[config.mk]
export PLATFORM = sky130hd
export DESIGN_NAME = msi_int_source
export DESIGN_NICKNAME = d
export VERILOG_FILES = /design/src/msi_pkg.sv /design/src/msi_edge_flag.sv /design/src/msi_sleep_ctrl.sv /design/src/msi_int_source.sv
export SDC_FILE = /design/constraint.sdc
export NUM_CORES = 1
export LEC_CHECK = 0
export ABC_AREA = 1
export ABC_CLOCK_PERIOD_IN_PS = 3000
export BUFFER_PORTS_ARGS = -buffer_cell sky130_fd_sc_hd__buf_2
export CAP_MARGIN = 15
export CORE_ASPECT_RATIO = 0.7
export CORE_MARGIN = 5
export CORE_UTILIZATION = 35
export CTS_CLUSTER_SIZE = 40
export DETAILED_ROUTE_END_ITERATION = 6
export SLEW_MARGIN = 25
export SYNTH_ARGS = -nofsm -noshare
export SYNTH_HDL_FRONTEND = slang
export SYNTH_HIERARCHICAL = 1
export SYNTH_SLANG_ARGS = --single-unit
export TNS_END_PERCENT = 10
[constraint.sdc]
create_clock -name ref_clk_i -period 3 [get_ports ref_clk_i]
set_input_delay 0.15 -clock ref_clk_i [delete_from_list [all_inputs] [get_ports ref_clk_i]]
set_output_delay 0.15 -clock ref_clk_i [all_outputs]
set_load 0.005 [all_outputs]
[src/msi_pkg.sv]
// Shared constants and types of the motion interrupt source status block.
package msi_pkg;

	////////////////////////////////////////////////////////////////////////////////
	// Register addresses seen on the internal register read port.
	localparam logic [7:0] REG_SYSTEM_MODE = 8'h14;
	localparam logic [7:0] REG_INT_SOURCE = 8'h15;
	localparam logic [7:0] REG_ORIENT_STATUS = 8'h18;
	localparam logic [7:0] REG_FIFO_STATUS = 8'h40;
	localparam logic [7:0] REG_TRANSIENT_SOURCE = 8'h41;
	localparam logic [7:0] REG_TAP_SOURCE = 8'h42;
	localparam logic [7:0] REG_FALL_A_SOURCE = 8'h43;
	localparam logic [7:0] REG_FALL_B_SOURCE = 8'h44;

	////////////////////////////////////////////////////////////////////////////////
	// Bit positions inside the interrupt source status register.
	localparam int BIT_AUTOSLEEP = 7;
	localparam int BIT_FIFO = 6;
	localparam int BIT_TRANSIENT = 5;
	localparam int BIT_ORIENT = 4;
	localparam int BIT_TAP = 3;
	localparam int BIT_FALL_A = 2;
	localparam int BIT_FALL_B = 1;
	localparam int BIT_DATA_READY = 0;
	localparam int FLAG_LO = 1;
	localparam int FLAG_HI = 7;

	////////////////////////////////////////////////////////////////////////////////
	// Reset values and fixed counts.
	localparam logic [7:0] INT_SOURCE_RESET = 8'h00;
	localparam logic [7:0] READ_DATA_RESET = 8'h00;
	localparam logic [7:0] UNMAPPED_READ = 8'h00;
	localparam logic [5:0] FIFO_FULL_COUNT = 6'h20;
	localparam logic [5:0] WATERMARK_OFF = 6'h00;
	localparam logic [8:0] IDLE_COUNT_RESET = 9'h000;
	localparam logic [8:0] IDLE_COUNT_STEP = 9'h001;
	localparam logic [2:0] RATE_RESET = 3'h0;

	////////////////////////////////////////////////////////////////////////////////
	// System operating mode, as shown in the system mode register.
	typedef enum logic [1:0] {
		MSI_MODE_STANDBY = 2'b00,
		MSI_MODE_WAKE = 2'b01,
		MSI_MODE_SLEEP = 2'b10
	} msi_mode_t;

endpackage

[src/msi_edge_flag.sv]
// Rising edge sticky status flag with read clear, used once per interrupt source.
module msi_edge_flag (
	input wire logic ref_clk_i,
	input wire logic reset_n_i,
	input wire logic src_i,
	input wire logic enable_i,
	input wire logic clear_i,
	output logic flag_o,
	output logic rise_o
);

	logic prev_r;
	logic flag_r;
	logic flag_nxt;

	////////////////////////////////////////////////////////////////////////////////
	// An enabled low to high step of the source counts as one event.
	assign rise_o = src_i & ~prev_r & enable_i;
	// A new event in the clearing cycle keeps the flag set.
	assign flag_nxt = rise_o | (flag_r & ~clear_i);
	assign flag_o = flag_r;

	// Source history and the sticky flag itself.
	always_ff @(posedge ref_clk_i or negedge reset_n_i) begin
		if (!reset_n_i) begin
			prev_r <= 1'b0;
			flag_r <= 1'b0;
		end else begin
			prev_r <= src_i;
			flag_r <= flag_nxt;
		end
	end

endmodule

[src/msi_sleep_ctrl.sv]
// Auto-sleep and auto-wake mode controller with output rate selection.
module msi_sleep_ctrl (
	input wire logic ref_clk_i,
	input wire logic reset_n_i,
	input wire logic active_i,
	input wire logic autosleep_enable_i,
	input wire logic sample_tick_i,
	input wire logic [7:0] inactivity_limit_i,
	input wire logic activity_i,
	input wire logic wake_event_i,
	input wire logic [2:0] sleep_rate_i,
	input wire logic [2:0] wake_rate_i,
	output logic [1:0] mode_o,
	output logic [2:0] output_sample_rate_o,
	output logic transition_o
);

	msi_pkg::msi_mode_t mode_r;
	msi_pkg::msi_mode_t mode_nxt;
	logic [8:0] idle_r;
	logic [8:0] idle_nxt;
	logic [2:0] rate_r;
	logic [2:0] rate_nxt;
	logic trans_r;
	logic trans_nxt;
	logic idle_over;

	////////////////////////////////////////////////////////////////////////////////
	// Inactivity is measured in sample periods; the counter saturates so it never wraps.
	assign idle_over = idle_r > {1'b0, inactivity_limit_i};

	// Mode sequencing between standby, wake and sleep.
	always_comb begin
		mode_nxt = mode_r;
		case (mode_r)
			msi_pkg::MSI_MODE_STANDBY: begin
				if (active_i) begin
					mode_nxt = msi_pkg::MSI_MODE_WAKE;
				end
			end
			msi_pkg::MSI_MODE_WAKE: begin
				if (!active_i) begin
					mode_nxt = msi_pkg::MSI_MODE_STANDBY;
				end else if (autosleep_enable_i && idle_over && !activity_i) begin
					mode_nxt = msi_pkg::MSI_MODE_SLEEP;
				end
			end
			msi_pkg::MSI_MODE_SLEEP: begin
				if (!active_i) begin
					mode_nxt = msi_pkg::MSI_MODE_STANDBY;
				end else if (wake_event_i || !autosleep_enable_i) begin
					mode_nxt = msi_pkg::MSI_MODE_WAKE;
				end
			end
			default: begin
				mode_nxt = msi_pkg::MSI_MODE_STANDBY;
			end
		endcase
	end

	// Idle counter restarts on any activity and on every mode change.
	assign idle_nxt = (activity_i || mode_nxt != mode_r) ? msi_pkg::IDLE_COUNT_RESET :
		(sample_tick_i && idle_r != 9'h1FF) ? idle_r + msi_pkg::IDLE_COUNT_STEP : idle_r;
	// Sleep runs at the low rate, wake at the high rate.
	assign rate_nxt = (mode_nxt == msi_pkg::MSI_MODE_SLEEP) ? sleep_rate_i : wake_rate_i;
	// Only wake to sleep steps and sleep to wake steps caused by a wake event count as transitions.
	assign trans_nxt = (mode_r == msi_pkg::MSI_MODE_WAKE && mode_nxt == msi_pkg::MSI_MODE_SLEEP) ||
		(mode_r == msi_pkg::MSI_MODE_SLEEP && mode_nxt == msi_pkg::MSI_MODE_WAKE && wake_event_i);

	// State registers.
	always_ff @(posedge ref_clk_i or negedge reset_n_i) begin
		if (!reset_n_i) begin
			mode_r <= msi_pkg::MSI_MODE_STANDBY;
			idle_r <= msi_pkg::IDLE_COUNT_RESET;
			rate_r <= msi_pkg::RATE_RESET;
			trans_r <= 1'b0;
		end else begin
			mode_r <= mode_nxt;
			idle_r <= idle_nxt;
			rate_r <= rate_nxt;
			trans_r <= trans_nxt;
		end
	end

	assign mode_o = mode_r;
	assign output_sample_rate_o = rate_r;
	assign transition_o = trans_r;

endmodule

[src/msi_int_source.sv]
// Interrupt source status register that gathers the embedded function events.

////////////////////////////////////////////////////////////////////////////////
// How it works
// - Auto-sleep flag sets on an enabled wake-to-sleep transition or a sleep-to-wake transition caused by a wake event.
// - Enter sleep after inactivity beyond the limit, then run at the low rate.
// - Sleep state samples at the user-chosen low output rate.
// - A selected wake event during sleep returns to wake at the high rate.
// - Reading the system mode register clears the auto-sleep flag.
// - FIFO flag sets on overflow or count equal to watermark when enabled.
// - Reading the FIFO status register clears the FIFO flag.
// - Transient event means filtered acceleration above the programmed threshold.
// - Transient flag sets on transient event-active when enabled.
// - Reading the transient source register clears the transient flag.
// - Orientation flag sets on orientation-change bit when enabled.
// - Reading the orientation status register clears the orientation flag.
// - Tap flag sets on tap event-active when enabled.
// - Reading the tap source register clears the tap flag.
// - First fall/motion flag sets on its event-active when enabled.
// - Reading the first fall/motion source clears its flag.
// - Second fall/motion flag sets on its event-active when enabled.
// - Reading the second fall/motion source clears its flag.
// - Each flag latches on a rising event edge until its clearing read.
// - Eight-bit read-only register, auto-sleep in bit 7 down to bit 1.
// - FIFO overflow is a sample count of 32.
// - Watermark level zero disables the watermark event.
module msi_int_source (
	input wire logic ref_clk_i,
	input wire logic reset_n_i,
	input wire logic reg_rd_strobe_i,
	input wire logic [7:0] reg_rd_addr_i,
	output logic [7:0] reg_rd_data_o,
	input wire logic active_i,
	input wire logic autosleep_enable_i,
	input wire logic sample_tick_i,
	input wire logic [7:0] inactivity_limit_i,
	input wire logic [2:0] sleep_rate_i,
	input wire logic [2:0] wake_rate_i,
	input wire logic [7:1] int_enable_i,
	input wire logic [6:1] wake_enable_i,
	input wire logic [5:0] fifo_sample_count_i,
	input wire logic [5:0] fifo_watermark_level_i,
	input wire logic [11:0] transient_hp_mag_i,
	input wire logic [11:0] transient_threshold_i,
	input wire logic orientation_change_bit_i,
	input wire logic tap_event_active_i,
	input wire logic fall_motion_a_event_i,
	input wire logic fall_motion_b_event_i,
	input wire logic data_ready_flag_i,
	output logic [7:0] interrupt_source_status_o,
	output logic [1:0] system_mode_o,
	output logic [2:0] output_sample_rate_o,
	output logic transient_event_active_o
);

	////////////////////////////////////////////////////////////////////////////////
	// Declarations.
	logic [7:0] rd_data_r;
	logic [7:0] rd_data_nxt;
	logic [7:0] rd_mux;
	logic [7:1] src_vec;
	logic [7:1] clr_vec;
	logic [7:1] flag_vec;
	logic [7:1] rise_vec;
	logic [1:0] mode;
	logic aslp_transition;
	logic fifo_overflow;
	logic fifo_watermark_hit;
	logic fifo_event;
	logic transient_active;
	logic activity;
	logic wake_event;
	logic hit_system_mode;
	logic hit_int_source;
	logic hit_orient_status;
	logic hit_fifo_status;
	logic hit_transient_source;
	logic hit_tap_source;
	logic hit_fall_a_source;
	logic hit_fall_b_source;

	////////////////////////////////////////////////////////////////////////////////
	// Address decode of the register read port.
	assign hit_system_mode = reg_rd_addr_i == msi_pkg::REG_SYSTEM_MODE;
	assign hit_int_source = reg_rd_addr_i == msi_pkg::REG_INT_SOURCE;
	assign hit_orient_status = reg_rd_addr_i == msi_pkg::REG_ORIENT_STATUS;
	assign hit_fifo_status = reg_rd_addr_i == msi_pkg::REG_FIFO_STATUS;
	assign hit_transient_source = reg_rd_addr_i == msi_pkg::REG_TRANSIENT_SOURCE;
	assign hit_tap_source = reg_rd_addr_i == msi_pkg::REG_TAP_SOURCE;
	assign hit_fall_a_source = reg_rd_addr_i == msi_pkg::REG_FALL_A_SOURCE;
	assign hit_fall_b_source = reg_rd_addr_i == msi_pkg::REG_FALL_B_SOURCE;

	////////////////////////////////////////////////////////////////////////////////
	// Event generators of the individual functions.
	// Overflow is the full count; the watermark only fires for a non-zero level.
	assign fifo_overflow = fifo_sample_count_i == msi_pkg::FIFO_FULL_COUNT;
	assign fifo_watermark_hit = (fifo_watermark_level_i != msi_pkg::WATERMARK_OFF) &&
		(fifo_sample_count_i == fifo_watermark_level_i);
	assign fifo_event = fifo_overflow | fifo_watermark_hit;
	// Transient is active while the filtered magnitude is strictly above threshold.
	assign transient_active = transient_hp_mag_i > transient_threshold_i;
	assign transient_event_active_o = transient_active;

	// Source levels per flag position; the auto-sleep source is the transition pulse.
	assign src_vec[msi_pkg::BIT_AUTOSLEEP] = aslp_transition;
	assign src_vec[msi_pkg::BIT_FIFO] = fifo_event;
	assign src_vec[msi_pkg::BIT_TRANSIENT] = transient_active;
	assign src_vec[msi_pkg::BIT_ORIENT] = orientation_change_bit_i;
	assign src_vec[msi_pkg::BIT_TAP] = tap_event_active_i;
	assign src_vec[msi_pkg::BIT_FALL_A] = fall_motion_a_event_i;
	assign src_vec[msi_pkg::BIT_FALL_B] = fall_motion_b_event_i;

	////////////////////////////////////////////////////////////////////////////////
	// Clearing reads; each flag is cleared only by its own function's register.
	assign clr_vec[msi_pkg::BIT_AUTOSLEEP] = reg_rd_strobe_i & hit_system_mode;
	assign clr_vec[msi_pkg::BIT_FIFO] = reg_rd_strobe_i & hit_fifo_status;
	assign clr_vec[msi_pkg::BIT_TRANSIENT] = reg_rd_strobe_i & hit_transient_source;
	assign clr_vec[msi_pkg::BIT_ORIENT] = reg_rd_strobe_i & hit_orient_status;
	assign clr_vec[msi_pkg::BIT_TAP] = reg_rd_strobe_i & hit_tap_source;
	assign clr_vec[msi_pkg::BIT_FALL_A] = reg_rd_strobe_i & hit_fall_a_source;
	assign clr_vec[msi_pkg::BIT_FALL_B] = reg_rd_strobe_i & hit_fall_b_source;

	////////////////////////////////////////////////////////////////////////////////
	// One sticky edge flag per interrupt source.
	genvar gi;
	generate
		for (gi = msi_pkg::FLAG_LO; gi <= msi_pkg::FLAG_HI; gi = gi + 1) begin : g_flag
			msi_edge_flag u_flag (
				.ref_clk_i(ref_clk_i),
				.reset_n_i(reset_n_i),
				.src_i(src_vec[gi]),
				.enable_i(int_enable_i[gi]),
				.clear_i(clr_vec[gi]),
				.flag_o(flag_vec[gi]),
				.rise_o(rise_vec[gi])
			);
		end
	endgenerate

	////////////////////////////////////////////////////////////////////////////////
	// Any enabled function event restarts inactivity; selected ones also wake.
	assign activity = |rise_vec[msi_pkg::BIT_FIFO:msi_pkg::BIT_FALL_B];
	assign wake_event = |(rise_vec[msi_pkg::BIT_FIFO:msi_pkg::BIT_FALL_B] & wake_enable_i);

	// Auto-sleep and auto-wake controller.
	msi_sleep_ctrl u_sleep (
		.ref_clk_i(ref_clk_i),
		.reset_n_i(reset_n_i),
		.active_i(active_i),
		.autosleep_enable_i(autosleep_enable_i),
		.sample_tick_i(sample_tick_i),
		.inactivity_limit_i(inactivity_limit_i),
		.activity_i(activity),
		.wake_event_i(wake_event),
		.sleep_rate_i(sleep_rate_i),
		.wake_rate_i(wake_rate_i),
		.mode_o(mode),
		.output_sample_rate_o(output_sample_rate_o),
		.transition_o(aslp_transition)
	);

	assign system_mode_o = mode;

	////////////////////////////////////////////////////////////////////////////////
	// Interrupt source status view: flags in bits 7 to 1, data ready in bit 0.
	assign interrupt_source_status_o = {flag_vec, data_ready_flag_i};

	// Read data selection; registers not held here read as zero.
	assign rd_mux = hit_int_source ? interrupt_source_status_o :
		hit_system_mode ? {6'h00, mode} :
		msi_pkg::UNMAPPED_READ;

	// The read data register loads on each read strobe and holds otherwise.
	assign rd_data_nxt = reg_rd_strobe_i ? rd_mux : rd_data_r;

	// Read data register.
	always_ff @(posedge ref_clk_i or negedge reset_n_i) begin
		if (!reset_n_i) begin
			rd_data_r <= msi_pkg::READ_DATA_RESET;
		end else begin
			rd_data_r <= rd_data_nxt;
		end
	end

	assign reg_rd_data_o = rd_data_r;

endmodule

# Word level (Yosys, flattened, before mapping)
# Index checks and enable logic that the tools add are counted.
# op_classes
addsub	1
mul	0
n_div	0
n_lt_le_gt_ge	2
eq_ne	16
n_shift	0
n_mux	11
n_bitwise	51
n_reduce_logical	17
# op_table
op	count
$eq 8x7->1 const B	5
$and 1x1->1	28
$eq 8x5->1 const B	3
$mux 9	2
$not 1->1	14
$gt 12x12->1	1
$mux 2	6
$reduce_or 6->1	2
$add 9x1->9 const B	1
$gt 9x8->1	1
$ne 9x9->1 const B	1
$mux 8	1
$or 1x1->1	8
$logic_and 1x1->1	7
$and 6x6->6	1
$eq 6x6->1	1
$eq 6x6->1 const B	1
$pmux 2 s3	1
$reduce_bool 6->1	1
$eq 2x1->1 const B	2
$eq 2x2->1 const B	2
$logic_or 1x1->1	3
$mux 3	1
$logic_not 1->1	2
other kinds (3)	3
# word_totals
reg_bits	37
latchBits	0
ram_bits	0
romBits	0
wordCells	117
n_memories	0

# Depth between registers and ports, before layout
# Gate-level depths: netlist of run 1.
# logic_depth
word_depth	15
mapped_depth	22
depth_no_buf	22

# Cells and area by module
# The synthesis of run 1 kept the hierarchy.
# by_module_without_submodules
mod	n_inst	cells_each	area_each_um2	seq_area_each_um2
msi_sleep_ctrl	1	136	1096.1	375.4
msi_int_source	1	162	1051.0	200.2
msi_edge_flag	7	8	78.8	50.0

# Least setup slack after synthesis of run 1
# No wires, ideal clock.
# synth_timing
kind	input to register
from	input transient_threshold_i[11]
to	register u_sleep.idle_r[2]
setup_time_ns	0.127
t_arrival_ns	2.110
required_time_ns	2.873
setup_slack_ns	0.764
path_stages	18
path_buffers	0
path_cell_list	inv_1 -> ha_1 -> nand2_1 -> nor2_1 -> nand2_1 -> a21oi_1 -> nor2_1 -> nor2_1 -> nand3_2 -> inv_1 -> a22o_1 -> a21oi_1 -> nand2_1 -> nor3_2 -> nor3_1 -> a21oi_4 -> nand2_4 -> nor3_2
# synth_via
elab_chain_cells	12
word_cells_on_any_way	18
classes_between	1 x order compare; 1 x eq/ne; 6 x mux; 3 x bitwise; 7 x reduce/logical
# synth_rtl
element	line	source
start: declaration	msi_int_source.sv:44	input wire logic [11:0] transient_threshold_i,
$gt 12x12->1 (*)	msi_int_source.sv:101	assign transient_active = transient_hp_mag_i > transient_threshold_i;
named net transient_event_active_o	msi_int_source.sv:53	output logic transient_event_active_o
$and 1x1->1 (*) (2 in a row)	msi_edge_flag.sv:18	assign rise_o = src_i & ~prev_r & enable_i;
named net rise_vec (one bit)	msi_int_source.sv:64	logic [7:1] rise_vec;
$and 6x6->6 (*)	msi_int_source.sv:143	assign wake_event = |(rise_vec[msi_pkg::BIT_FIFO:msi_pkg::BIT_FALL_B] & wake_enable_i);
$reduce_or 6->1 (*)	msi_int_source.sv:143	
named net wake_event	msi_int_source.sv:72	logic wake_event;
$logic_or 1x1->1 (*)	msi_sleep_ctrl.sv:51	end else if (wake_event_i || !autosleep_enable_i) begin
$mux 2 (*)	msi_sleep_ctrl.sv:51	
$mux 2 (*)	msi_sleep_ctrl.sv:49	if (!active_i) begin
$pmux 2 s3 (*)	msi_sleep_ctrl.sv:35	case (mode_r)
$ne 2x2->1 (*)	msi_sleep_ctrl.sv:62	assign idle_nxt = (activity_i || mode_nxt != mode_r) ? msi_pkg::IDLE_COUNT_RESET :
$logic_or 1x1->1 (*)	msi_sleep_ctrl.sv:62	
$mux 9 / $reduce_bool 2->1 (equally long branches)	-	
end signal: assignment	msi_sleep_ctrl.sv:74	idle_r <= msi_pkg::IDLE_COUNT_RESET;
end signal: assignment	msi_sleep_ctrl.sv:79	idle_r <= idle_nxt;
end: declaration	msi_sleep_ctrl.sv:20	logic [8:0] idle_r;
# Mark *: on every way through the listed nets, which the timed path passes. The rest lies on a longest branch.
# A chain may end at the register's enable or synchronous reset.

# Worst setup path after layout of run 1
# layout_timing
from	register u_sleep.idle_r[0]
to	register u_sleep.idle_r[3]
# layout_via
elab_chain_cells	9
word_cells_on_any_way	14
classes_between	1 x add/sub; 1 x order compare; 2 x eq/ne; 5 x mux; 5 x reduce/logical
# layout_rtl
element	line	source
$gt 9x8->1	msi_sleep_ctrl.sv:30	assign idle_over = idle_r > {1'b0, inactivity_limit_i};
$logic_and 1x1->1 (2 in a row)	msi_sleep_ctrl.sv:44	end else if (autosleep_enable_i && idle_over && !activity_i) begin
$mux 2	msi_sleep_ctrl.sv:44	
$mux 2	msi_sleep_ctrl.sv:42	if (!active_i) begin
$pmux 2 s3	msi_sleep_ctrl.sv:35	
$ne 2x2->1	msi_sleep_ctrl.sv:62	
$logic_or 1x1->1	msi_sleep_ctrl.sv:62	
$mux 9 / $reduce_bool 2->1 (equally long branches)	-	
# Parallel ways exist; a longest one is shown, timed or not. The select of a mux whose other input is x is not followed.

==> results of run 1 <==
## critical path: stages (launching register included)
cell      delay [ns]
dfrtp_1         0.42
ha_1            0.21
inv_1           0.08
nor3_1          0.07
and3_1          0.16
and3_1          0.15
ha_1            0.18
nor2_2          0.30
clkinv_1        0.32
nor2_1          0.19
xor2_1          0.19
nor2_2          0.05
## routing by layer
metal / routed length [um] / up-vias
met5: 0 / -
met4: 47 / 0
met3: 531 / 5
met2: 2830 / 69
met1: 3110 / 1083
li1: - / 1320
## power breakdown
group / switching, mW / internal (mW) / total [mW]
sequential: 0.0196 / 0.520 / 0.540
combinational: 0.154 / 0.114 / 0.268
clock: 0.177 / 0.242 / 0.418
total: 0.350 / 0.876 / 1.23
## worst paths after layout
kind,start,end,depth (start not counted)
setup / recovery,u_sleep/idle_r[0]$_DFFE_PN0P_,u_sleep/idle_r[3]$_DFFE_PN0P_,11
hold / removal,sleep_rate_i[1],u_sleep/output_sample_rate_o[1]$_DFF_PN0_,3
setup reg to reg,u_sleep/idle_r[0]$_DFFE_PN0P_,u_sleep/idle_r[3]$_DFFE_PN0P_,11
hold reg to reg,u_sleep/transition_o$_DFF_PN0_,g_flag[7].u_flag/prev_r$_DFF_PN0_,0
max in group asynchronous,reset_n_i,u_sleep/output_sample_rate_o[2]$_DFF_PN0_,2
min in group asynchronous,reset_n_i,reg_rd_data_o[5]$_DFFE_PN0P_,2
## registers in the layout (all words and copies together) (netlist names)
name and flops:
u_sleep/idle_r 9, g_flag.u_flag/flag_o 7, reg_rd_data_o 8, u_sleep/output_sample_rate_o 3, u_sleep/transition_o 1, u_sleep/mode_o 2, g_flag.u_flag/prev_r 7
## metrics by stage
step | power [mW] | util | cell area, sq um | setup WS [ns] | std cells
2_1_floorplan | 0.698 | - | 2700 | 0.764 | 353
5_1_grt | 1.30 | 0.470 | 3470 | 0.295 | 564
3_3_place_gp | 0.810 | 0.449 | 3320 | 0.551 | 552
6_report | 1.23 | 0.470 | 3470 | 0.573 | 564
3_5_place_dp | 0.817 | 0.449 | 3320 | 0.379 | 552
4_1_cts | 1.25 | 0.470 | 3470 | 0.543 | 564
## layout make-up
class	instances	area [sq um]
Inverter	76	285
Clock buffer	5	68.8
Timing Repair Buffer	108	566
Clock inverter	2	35.0
Multi-Input combinational cell	238	1470
Tap cell	98	123
Fill cell	762	3910
Sequential cell	37	926
## placed cells by master (no fill, tap or decap), types with 2 or more instances in the layout
cell type,count
buf_2,103
nand2_1,94
inv_1,73
dfrtp_1,37
ha_1,22
nor2_1,21
nand3_1,15
nand3_2,10
xor2_1,8
nand2_2,8
nor2_2,8
nor3_1,7
a21oi_1,7
nand4_1,6
o21ai_2,6
clkbuf_8,5
dlygate4sd3_1,5
nor3_2,3
nor2_4,3
a21oi_2,3
nor4_1,2
inv_2,2
nor4_2,2
a22o_1,2
nand2_4,2
and3_1,2
o21ai_0,2
==> reports/results.txt, run 1 <==
Total die area: 0.00958 sq mm
Fmax: 412 MHz
Layout cell share with drive strength beyond 1: 0.343
DR vias: 2477
Cell area after synthesis: 0.00270 sq mm
Core footprint: 0.00738 sq mm
Max_slew headroom: 0.446
Final setup fails: 0
Worst vdd ir: 0.171 mV
Total GRT Usage: 0.138
HPWL Detailed: 5470 um
Largest net degree at the start of global routing: 38
Worst hold margin: 0.0569 ns
Routed Wire Length: 6510 um
Lkg Pwr: 2.03 nW
Sink Count: 37
ANT nets after route: 0
RSZ-0062 raised after global routing: no
Period minus WS final: 2.43 ns
Crit path launch type: flip-flop
TNS Setup: 0 ns
Layout Skew: 0.00631 ns
Post-CTS Resized: 0
CTS Buf Count: 5
DRT iter0 DRCs: 77
Max_cap viols: 0
TritonCTS clock tree: done
Syn nets: 457
Nets: 570
WS Path Type: flip-flop to flip-flop
Period utilization: 0.809
Drc violations: 0
Grt ovf: 0
Num ports: 104
Detailed-router iteration count before antenna repair: 4
Die height: 83.4 um
Slew Limit Fails: 0
CTS Buffer Depth: 2
Global-route met1 utilization: 0.193
Pwr Density: 353 mW/mm^2
Crit path max fanout: 9
Status: finished clean
CTS H-Tree Depth: 2
GR Layer Usage met2: 0.211
Synth warn: 6
Clock root buffer: clkbuf_8
Gpl congestion: 0.774
Hold crit path type: primary input to flip-flop
# diodes: 0
Final hold violation count: 0
Worst EP required: 3.18 ns
Critical Path AT: 2.60 ns
Cts hold-fix bufs: 5
Cell Rows: 26
Latest clock arrival within the worst-skew pair: 0.29 ns
Synth Area per Inst: 7.63 sq um
Vias in the first global route: 2454
Post-DR vias/cell: 4.39
R2R Setup Slk: 0.57 ns
Critical path capture point type: flip-flop
GR Layer Usage met3: 0.0378
Initial core utilization: 0.365
WL per Instance: 11.5 um
GR peak layer: met2
Area Growth Syn to Fin: 28.8%
Die X: 115 um
Post-synthesis cell count: 353
Postcts setup bufs: 0
PortBufs: 103
Antenna violations before repair: 0
Worst Tran Pin Value: 0.831 ns
Clk pin slew, worst setup/hold paths: 0.07 ns
Global-route wire length before repair: 10900 um
No activity file was read; power rests on OpenSTA's default activity.
==> run 2, diff against run 1 <==
--- a/config.mk
+++ b/config.mk
@@ -6,7 +6,7 @@
 export NUM_CORES = 1
 export LEC_CHECK = 0
 export ABC_AREA = 1
-export ABC_CLOCK_PERIOD_IN_PS = 3000
+export ABC_CLOCK_PERIOD_IN_PS = 2220
 export BUFFER_PORTS_ARGS = -buffer_cell sky130_fd_sc_hd__buf_2
 export CAP_MARGIN = 15
 export CORE_ASPECT_RATIO = 0.7
==> constraint.sdc (replaced) <==
create_clock -name ref_clk_i -period 2.22 [get_ports ref_clk_i]
set_input_delay 0.111 -clock ref_clk_i [delete_from_list [all_inputs] [get_ports ref_clk_i]]
set_output_delay 0.111 -clock ref_clk_i [all_outputs]
set_load 0.005 [all_outputs]
==> reports/results.txt, run 2 (synthesized netlist as in run 1, its figures left out) <==
Status: finished clean
CTS Buffer Depth: 2
FF-to-FF End: u_sleep/idle_r[3]$_DFFE_PN0P_
RR Startpoint: u_sleep/idle_r[0]$_DFFE_PN0P_
Routed Wire Length: 6710 um
Sink Count: 37
R2R cell count: 11
GR Layer Usage met3: 0.0422
DR vias: 2541
Lkg Pwr: 2.09 nW
Commonest non-fill, non-tap cells in the layout: 103 x buf_2, 94 x nand2_1, 73 x inv_1
Hold Crit Depth: 3
Finished layout cell area: 0.00361 sq mm
Layout fillers: 737
Initial core utilization: 0.365
Num ports: 104
Worst Tran Pin Value: 0.828 ns
Hold Crit Start: sleep_rate_i[1]
HPWL Detailed: 5550 um
Area Growth Syn to Fin: 33.8%
Vias in the first global route: 2488
Hold endpoint: u_sleep/output_sample_rate_o[1]$_DFF_PN0_
Max_slew headroom: 0.448
DRT iter0 DRCs: 73
Worst vdd ir: 0.201 mV
Most common cell after layout, fill and taps aside: buf_2
TritonCTS clock tree: done
# diodes: 0
RSZ-0062 raised after global routing: yes
CTS H-Tree Depth: 2
Post-DR vias/cell: 4.40
WL per Instance: 11.6 um
Period utilization: 0.964
Detailed-router iteration count before antenna repair: 4
Most flops, register: u_sleep/idle_r
Layout cell share with drive strength beyond 1: 0.372
Pwr Density: 452 mW/mm^2
Largest net degree at the start of global routing: 38
Layout Skew: 0.00591 ns
Number of flip-flops in the largest register: 9
Die height: 83.4 um
Global-route wire length before repair: 11000 um
CTS Buf Count: 5
Grt ovf: 0
Period minus WS final: 2.14 ns
Crit path launch type: flip-flop
Total die area: 0.00958 sq mm
Max_cap viols: 0
Drc violations: 0
Worst hold margin: 0.0144 ns
GR peak layer: met2
GR Layer Usage met2: 0.220
WS Path Type: flip-flop to flip-flop
Placed inst area: 0.00339 sq mm
Slew Limit Fails: 0
Fmax: 468 MHz
Clock root buffer: clkbuf_8
Clk pin slew, worst setup/hold paths: 0.08 ns
TNS Setup: 0 ns
Final setup fails: 0
Critical path capture point type: flip-flop
Cell Rows: 26
Crit path max fanout: 5
R2R Setup Slk: 0.08 ns
Latest clock arrival within the worst-skew pair: 0.29 ns
Post-Place Cells: 561
ANT nets after route: 0
Total GRT Usage: 0.141
Dpl ws: -0.252 ns
Die X: 115 um
Final hold violation count: 0
Hold crit path type: primary input to flip-flop
Fin cells: 577
Nets: 582
Global-route met1 utilization: 0.193
Worst EP required: 2.40 ns
PortBufs: 103
Worst setup margin: 0.0810 ns
Antenna violations before repair: 0
Gpl congestion: 0.795
Critical Path AT: 2.32 ns
Core footprint: 0.00738 sq mm
## run 2: worst max path at each step
stage	cells after the start	startpoint	slack, ns	to
4_1_cts	11	u_sleep/idle_r[0]$_DFFE_PN0P_	0.006	u_sleep/idle_r[2]$_DFFE_PN0P_
2_1_floorplan	18	transient_threshold_i[11]	0.02	u_sleep/idle_r[2]$_DFFE_PN0P_
6_report	11	u_sleep/idle_r[0]$_DFFE_PN0P_	0.08	u_sleep/idle_r[3]$_DFFE_PN0P_
5_1_grt	17	transient_hp_mag_i[11]	-0.1	u_sleep/idle_r[0]$_DFFE_PN0P_
3_3_place_gp	17	transient_hp_mag_i[11]	-0.19	u_sleep/idle_r[2]$_DFFE_PN0P_
3_5_place_dp	19	transient_threshold_i[11]	-0.25	u_sleep/idle_r[2]$_DFFE_PN0P_
## run 2: layout make-up
class | instances | area (sq um) | area share
clock buffers | 6 | 82.6 | 0.0229
clock inverters | 2 | 13.8 | 0.00382
inverters | 76 | 289 | 0.0801
multi-input cells | 238 | 1510 | 0.417
flip-flops and latches | 37 | 926 | 0.257
well taps | 98 | 123 | 0.0340
repair buffers | 119 | 661 | 0.183
repair inverters | 1 | 7.51 | 0.00208
## run 2: metal layers
metal / vias up / share of wire
li1: 1347 / -
met1: 1124 / 0.48
met2: 64 / 0.44
met3: 6 / 0.072
met4: 0 / 0.0086
met5: - / 0
## run 2: power by group
| part | leakage (nW) | switching, mW | internal (mW) |
|---|---|---|---|
| Combinational | 1.57 | 0.222 | 0.177 |
| Clock | 0.0512 | 0.249 | 0.252 |
| Sequential | 0.467 | 0.0284 | 0.703 |
## run 2: worst max-delay path: stages, from the launching register on
cell and delay [ns]:
dfrtp_1 0.43, ha_1 0.21, inv_1 0.10, nor3_1 0.08, and3_1 0.16, and3_1 0.14, ha_1 0.21, nor2_4 0.16
clkinvlp_4 0.19, nor2_2 0.12, xor2_1 0.18, nor2_2 0.05
## run 2: stage by stage
stage,util,total power [mW]
2_1_floorplan,-,0.943
3_3_place_gp,0.458,1.11
3_5_place_dp,0.458,1.12
4_1_cts,0.478,1.63
5_1_grt,0.488,1.73
6_report,0.488,1.63
## run 2: timing repair
| action | 4_1_cts | 5_1_grt |
|---|---|---|
| hold endpoints to repair | 41 | 0 |
| buffers inserted | 0 | 2 |
| endpoints found under the setup margin | 0 | 14 |
| hold buffers | 5 | 0 |
| resized for setup | 0 | 10 |
==> run 3, diff against run 2 <==
--- a/config.mk
+++ b/config.mk
@@ -14,6 +14,7 @@
 export CORE_UTILIZATION = 35
 export CTS_CLUSTER_SIZE = 40
 export DETAILED_ROUTE_END_ITERATION = 6
+export HOLD_SLACK_MARGIN = 0.02
 export SLEW_MARGIN = 25
 export SYNTH_ARGS = -nofsm -noshare
 export SYNTH_HDL_FRONTEND = slang
==> reports/results.txt, run 3 (synthesized netlist as in run 1, its figures left out) <==
Worst setup margin: 0.0810 ns
Global-route wire length before repair: 11000 um
Crit path max fanout: 5
Placed inst area: 0.00339 sq mm
Routed Wire Length: 6710 um
Dpl ws: -0.252 ns
Largest net degree at the start of global routing: 38
Hold Crit Start: wake_rate_i[2]
Total die area: 0.00958 sq mm
Grt ovf: 0
Worst path cell trace: ha_1 > inv_1 > nor3_1 > and3_1 > and3_1 > ha_1 > nor2_4 > clkinvlp_4 > nor2_2 > xor2_1 > nor2_2
Post-DR vias/cell: 4.41
Most common cell after layout, fill and taps aside: buf_2
Max_slew headroom: 0.448
DRT iter0 DRCs: 94
Period utilization: 0.964
Fmax: 468 MHz
Crit path launch type: flip-flop
Register Area: 926 sq um
Critical Path AT: 2.32 ns
Beginning of the critical path: u_sleep/idle_r[0]$_DFFE_PN0P_
WL per Instance: 11.6 um
CTS Buf Count: 5
CTS Buffer Depth: 2
Worst vdd ir: 0.201 mV
Layout cell share with drive strength beyond 1: 0.369
Critical path capture point type: flip-flop
Largest stage delay on the critical path: 0.43 ns
Internal: 1.13 mW
PortBufs: 103
Gpl congestion: 0.795
WS Path Type: flip-flop to flip-flop
RR Startpoint: u_sleep/idle_r[0]$_DFFE_PN0P_
Num ports: 104
Clock power frac: 0.306
Core footprint: 0.00738 sq mm
HPWL Detailed: 5550 um
Total GRT Usage: 0.141
Worst Tran Pin Value: 0.828 ns
Hold crit path type: primary input to flip-flop
Logic gate share of total power: 0.246
Area Growth Syn to Fin: 35.0%
ANT nets after route: 0
Sw Pwr: 500 uW
Commonest non-fill, non-tap cells in the layout: 103 x buf_2, 94 x nand2_1, 73 x inv_1
Pwr Density: 449 mW/mm^2
Slew Limit Fails: 0
Sw Share: 0.306
Drc violations: 0
Cell Rows: 26
Die X: 115 um
Initial core utilization: 0.365
# diodes: 0
Multi-input gate area: 0.00151 sq mm
Worst EP required: 2.40 ns
DR vias: 2555
Clk pin slew, worst setup/hold paths: 0.08 ns
Antenna violations before repair: 0
TritonCTS clock tree: done
Number of flip-flops in the largest register: 9
Max_cap viols: 0
Final hold violation count: 0
Period minus WS final: 2.14 ns
Lkg Pwr: 2.10 nW
RSZ-0062 raised after global routing: yes
Finished layout cell area: 0.00364 sq mm
Final setup fails: 0
Latest clock arrival within the worst-skew pair: 0.29 ns
Nets: 585
Clock root buffer: clkbuf_8
Detailed-router iteration count before antenna repair: 4
CTS H-Tree Depth: 2
Vias in the first global route: 2486
Layout Skew: 0.00591 ns
Most flops, register: u_sleep/idle_r
Layout fillers: 736
Worst path slowest cell: dfrtp_1
Sink Count: 37
Status: finished clean
Power share of the sequential group: 0.447
Die height: 83.4 um
==> run 3: worst paths after layout <==
kind                                                             endpoint  slack, ns  depth (start not counted)
worst max-delay path                        u_sleep/idle_r[3]$_DFFE_PN0P_       0.08                         11
worst min-delay path            u_sleep/output_sample_rate_o[2]$_DFF_PN0_       0.05                          3
worst max register to register              u_sleep/idle_r[3]$_DFFE_PN0P_       0.08                         11
worst min register to register          g_flag[7].u_flag/prev_r$_DFF_PN0_       0.41                          0
max in group asynchronous                   u_sleep/idle_r[8]$_DFFE_PN0P_       1.24                          2
min in group asynchronous                    reg_rd_data_o[7]$_DFFE_PN0P_       0.45                          2
==> run 3: stage by stage <==
step	util	setup TNS [ns]	std cells	power, mW	hold WS (ns)
floorplan	-	0	353	0.943	-0.185
global placement	0.458	-1.81	561	1.11	0.244
detailed placement	0.458	-2.86	561	1.12	0.250
CTS	0.482	0	577	1.64	0.0413
global route	0.493	-0.786	580	1.73	0.0499
finish	0.493	0	580	1.63	0.0471
==> run 3: critical path, delay by kind of cell (launching register included) <==
| kind | cells | cell delay, ns |
|---|---|---|
| AND/OR/NAND/NOR | 6 | 0.71 |
| flip-flops | 1 | 0.43 |
| XOR/XNOR | 1 | 0.18 |
| adder cells (fa/ha/maj) | 2 | 0.42 |
| buffers and inverters | 2 | 0.29 |
==> run 3: layout make-up <==
class / count / share of cell area
Inverter: 76 / 0.0795
Timing Repair Buffer: 122 / 0.190
Tap cell: 98 / 0.0337
Clock inverter: 2 / 0.00378
Timing Repair inverter: 1 / 0.00206
Sequential cell: 37 / 0.255
Clock buffer: 6 / 0.0227
Multi-Input combinational cell: 238 / 0.414
==> run 3: power by group through the flow <==
stage / combinational [mW] / sequential, mW / clock (mW)
4_1_cts: 0.391 / 0.730 / 0.516
5_1_grt: 0.456 / 0.736 / 0.541
6_report: 0.403 / 0.731 / 0.501
3_3_place_gp: 0.371 / 0.742 / 0
3_5_place_dp: 0.379 / 0.743 / 0
2_1_floorplan: 0.206 / 0.737 / 0
==> run 3: routing by layer <==
layer,up-vias,routed length (um),GRT usage,part of all wire
met1,1134,3230,0.192,0.48
li1,1353,-,-,-
met2,62,2940,0.220,0.44
met5,-,0,0,0
met3,6,479,0.0414,0.071
met4,0,58,0.0320,0.0086
==> run 3: what timing repair did <==
action	CTS	global route
setup endpoints to repair	0	14
resized for setup	0	10
hold endpoints to repair	44	0
hold buffers	8	0
buffers inserted	0	2
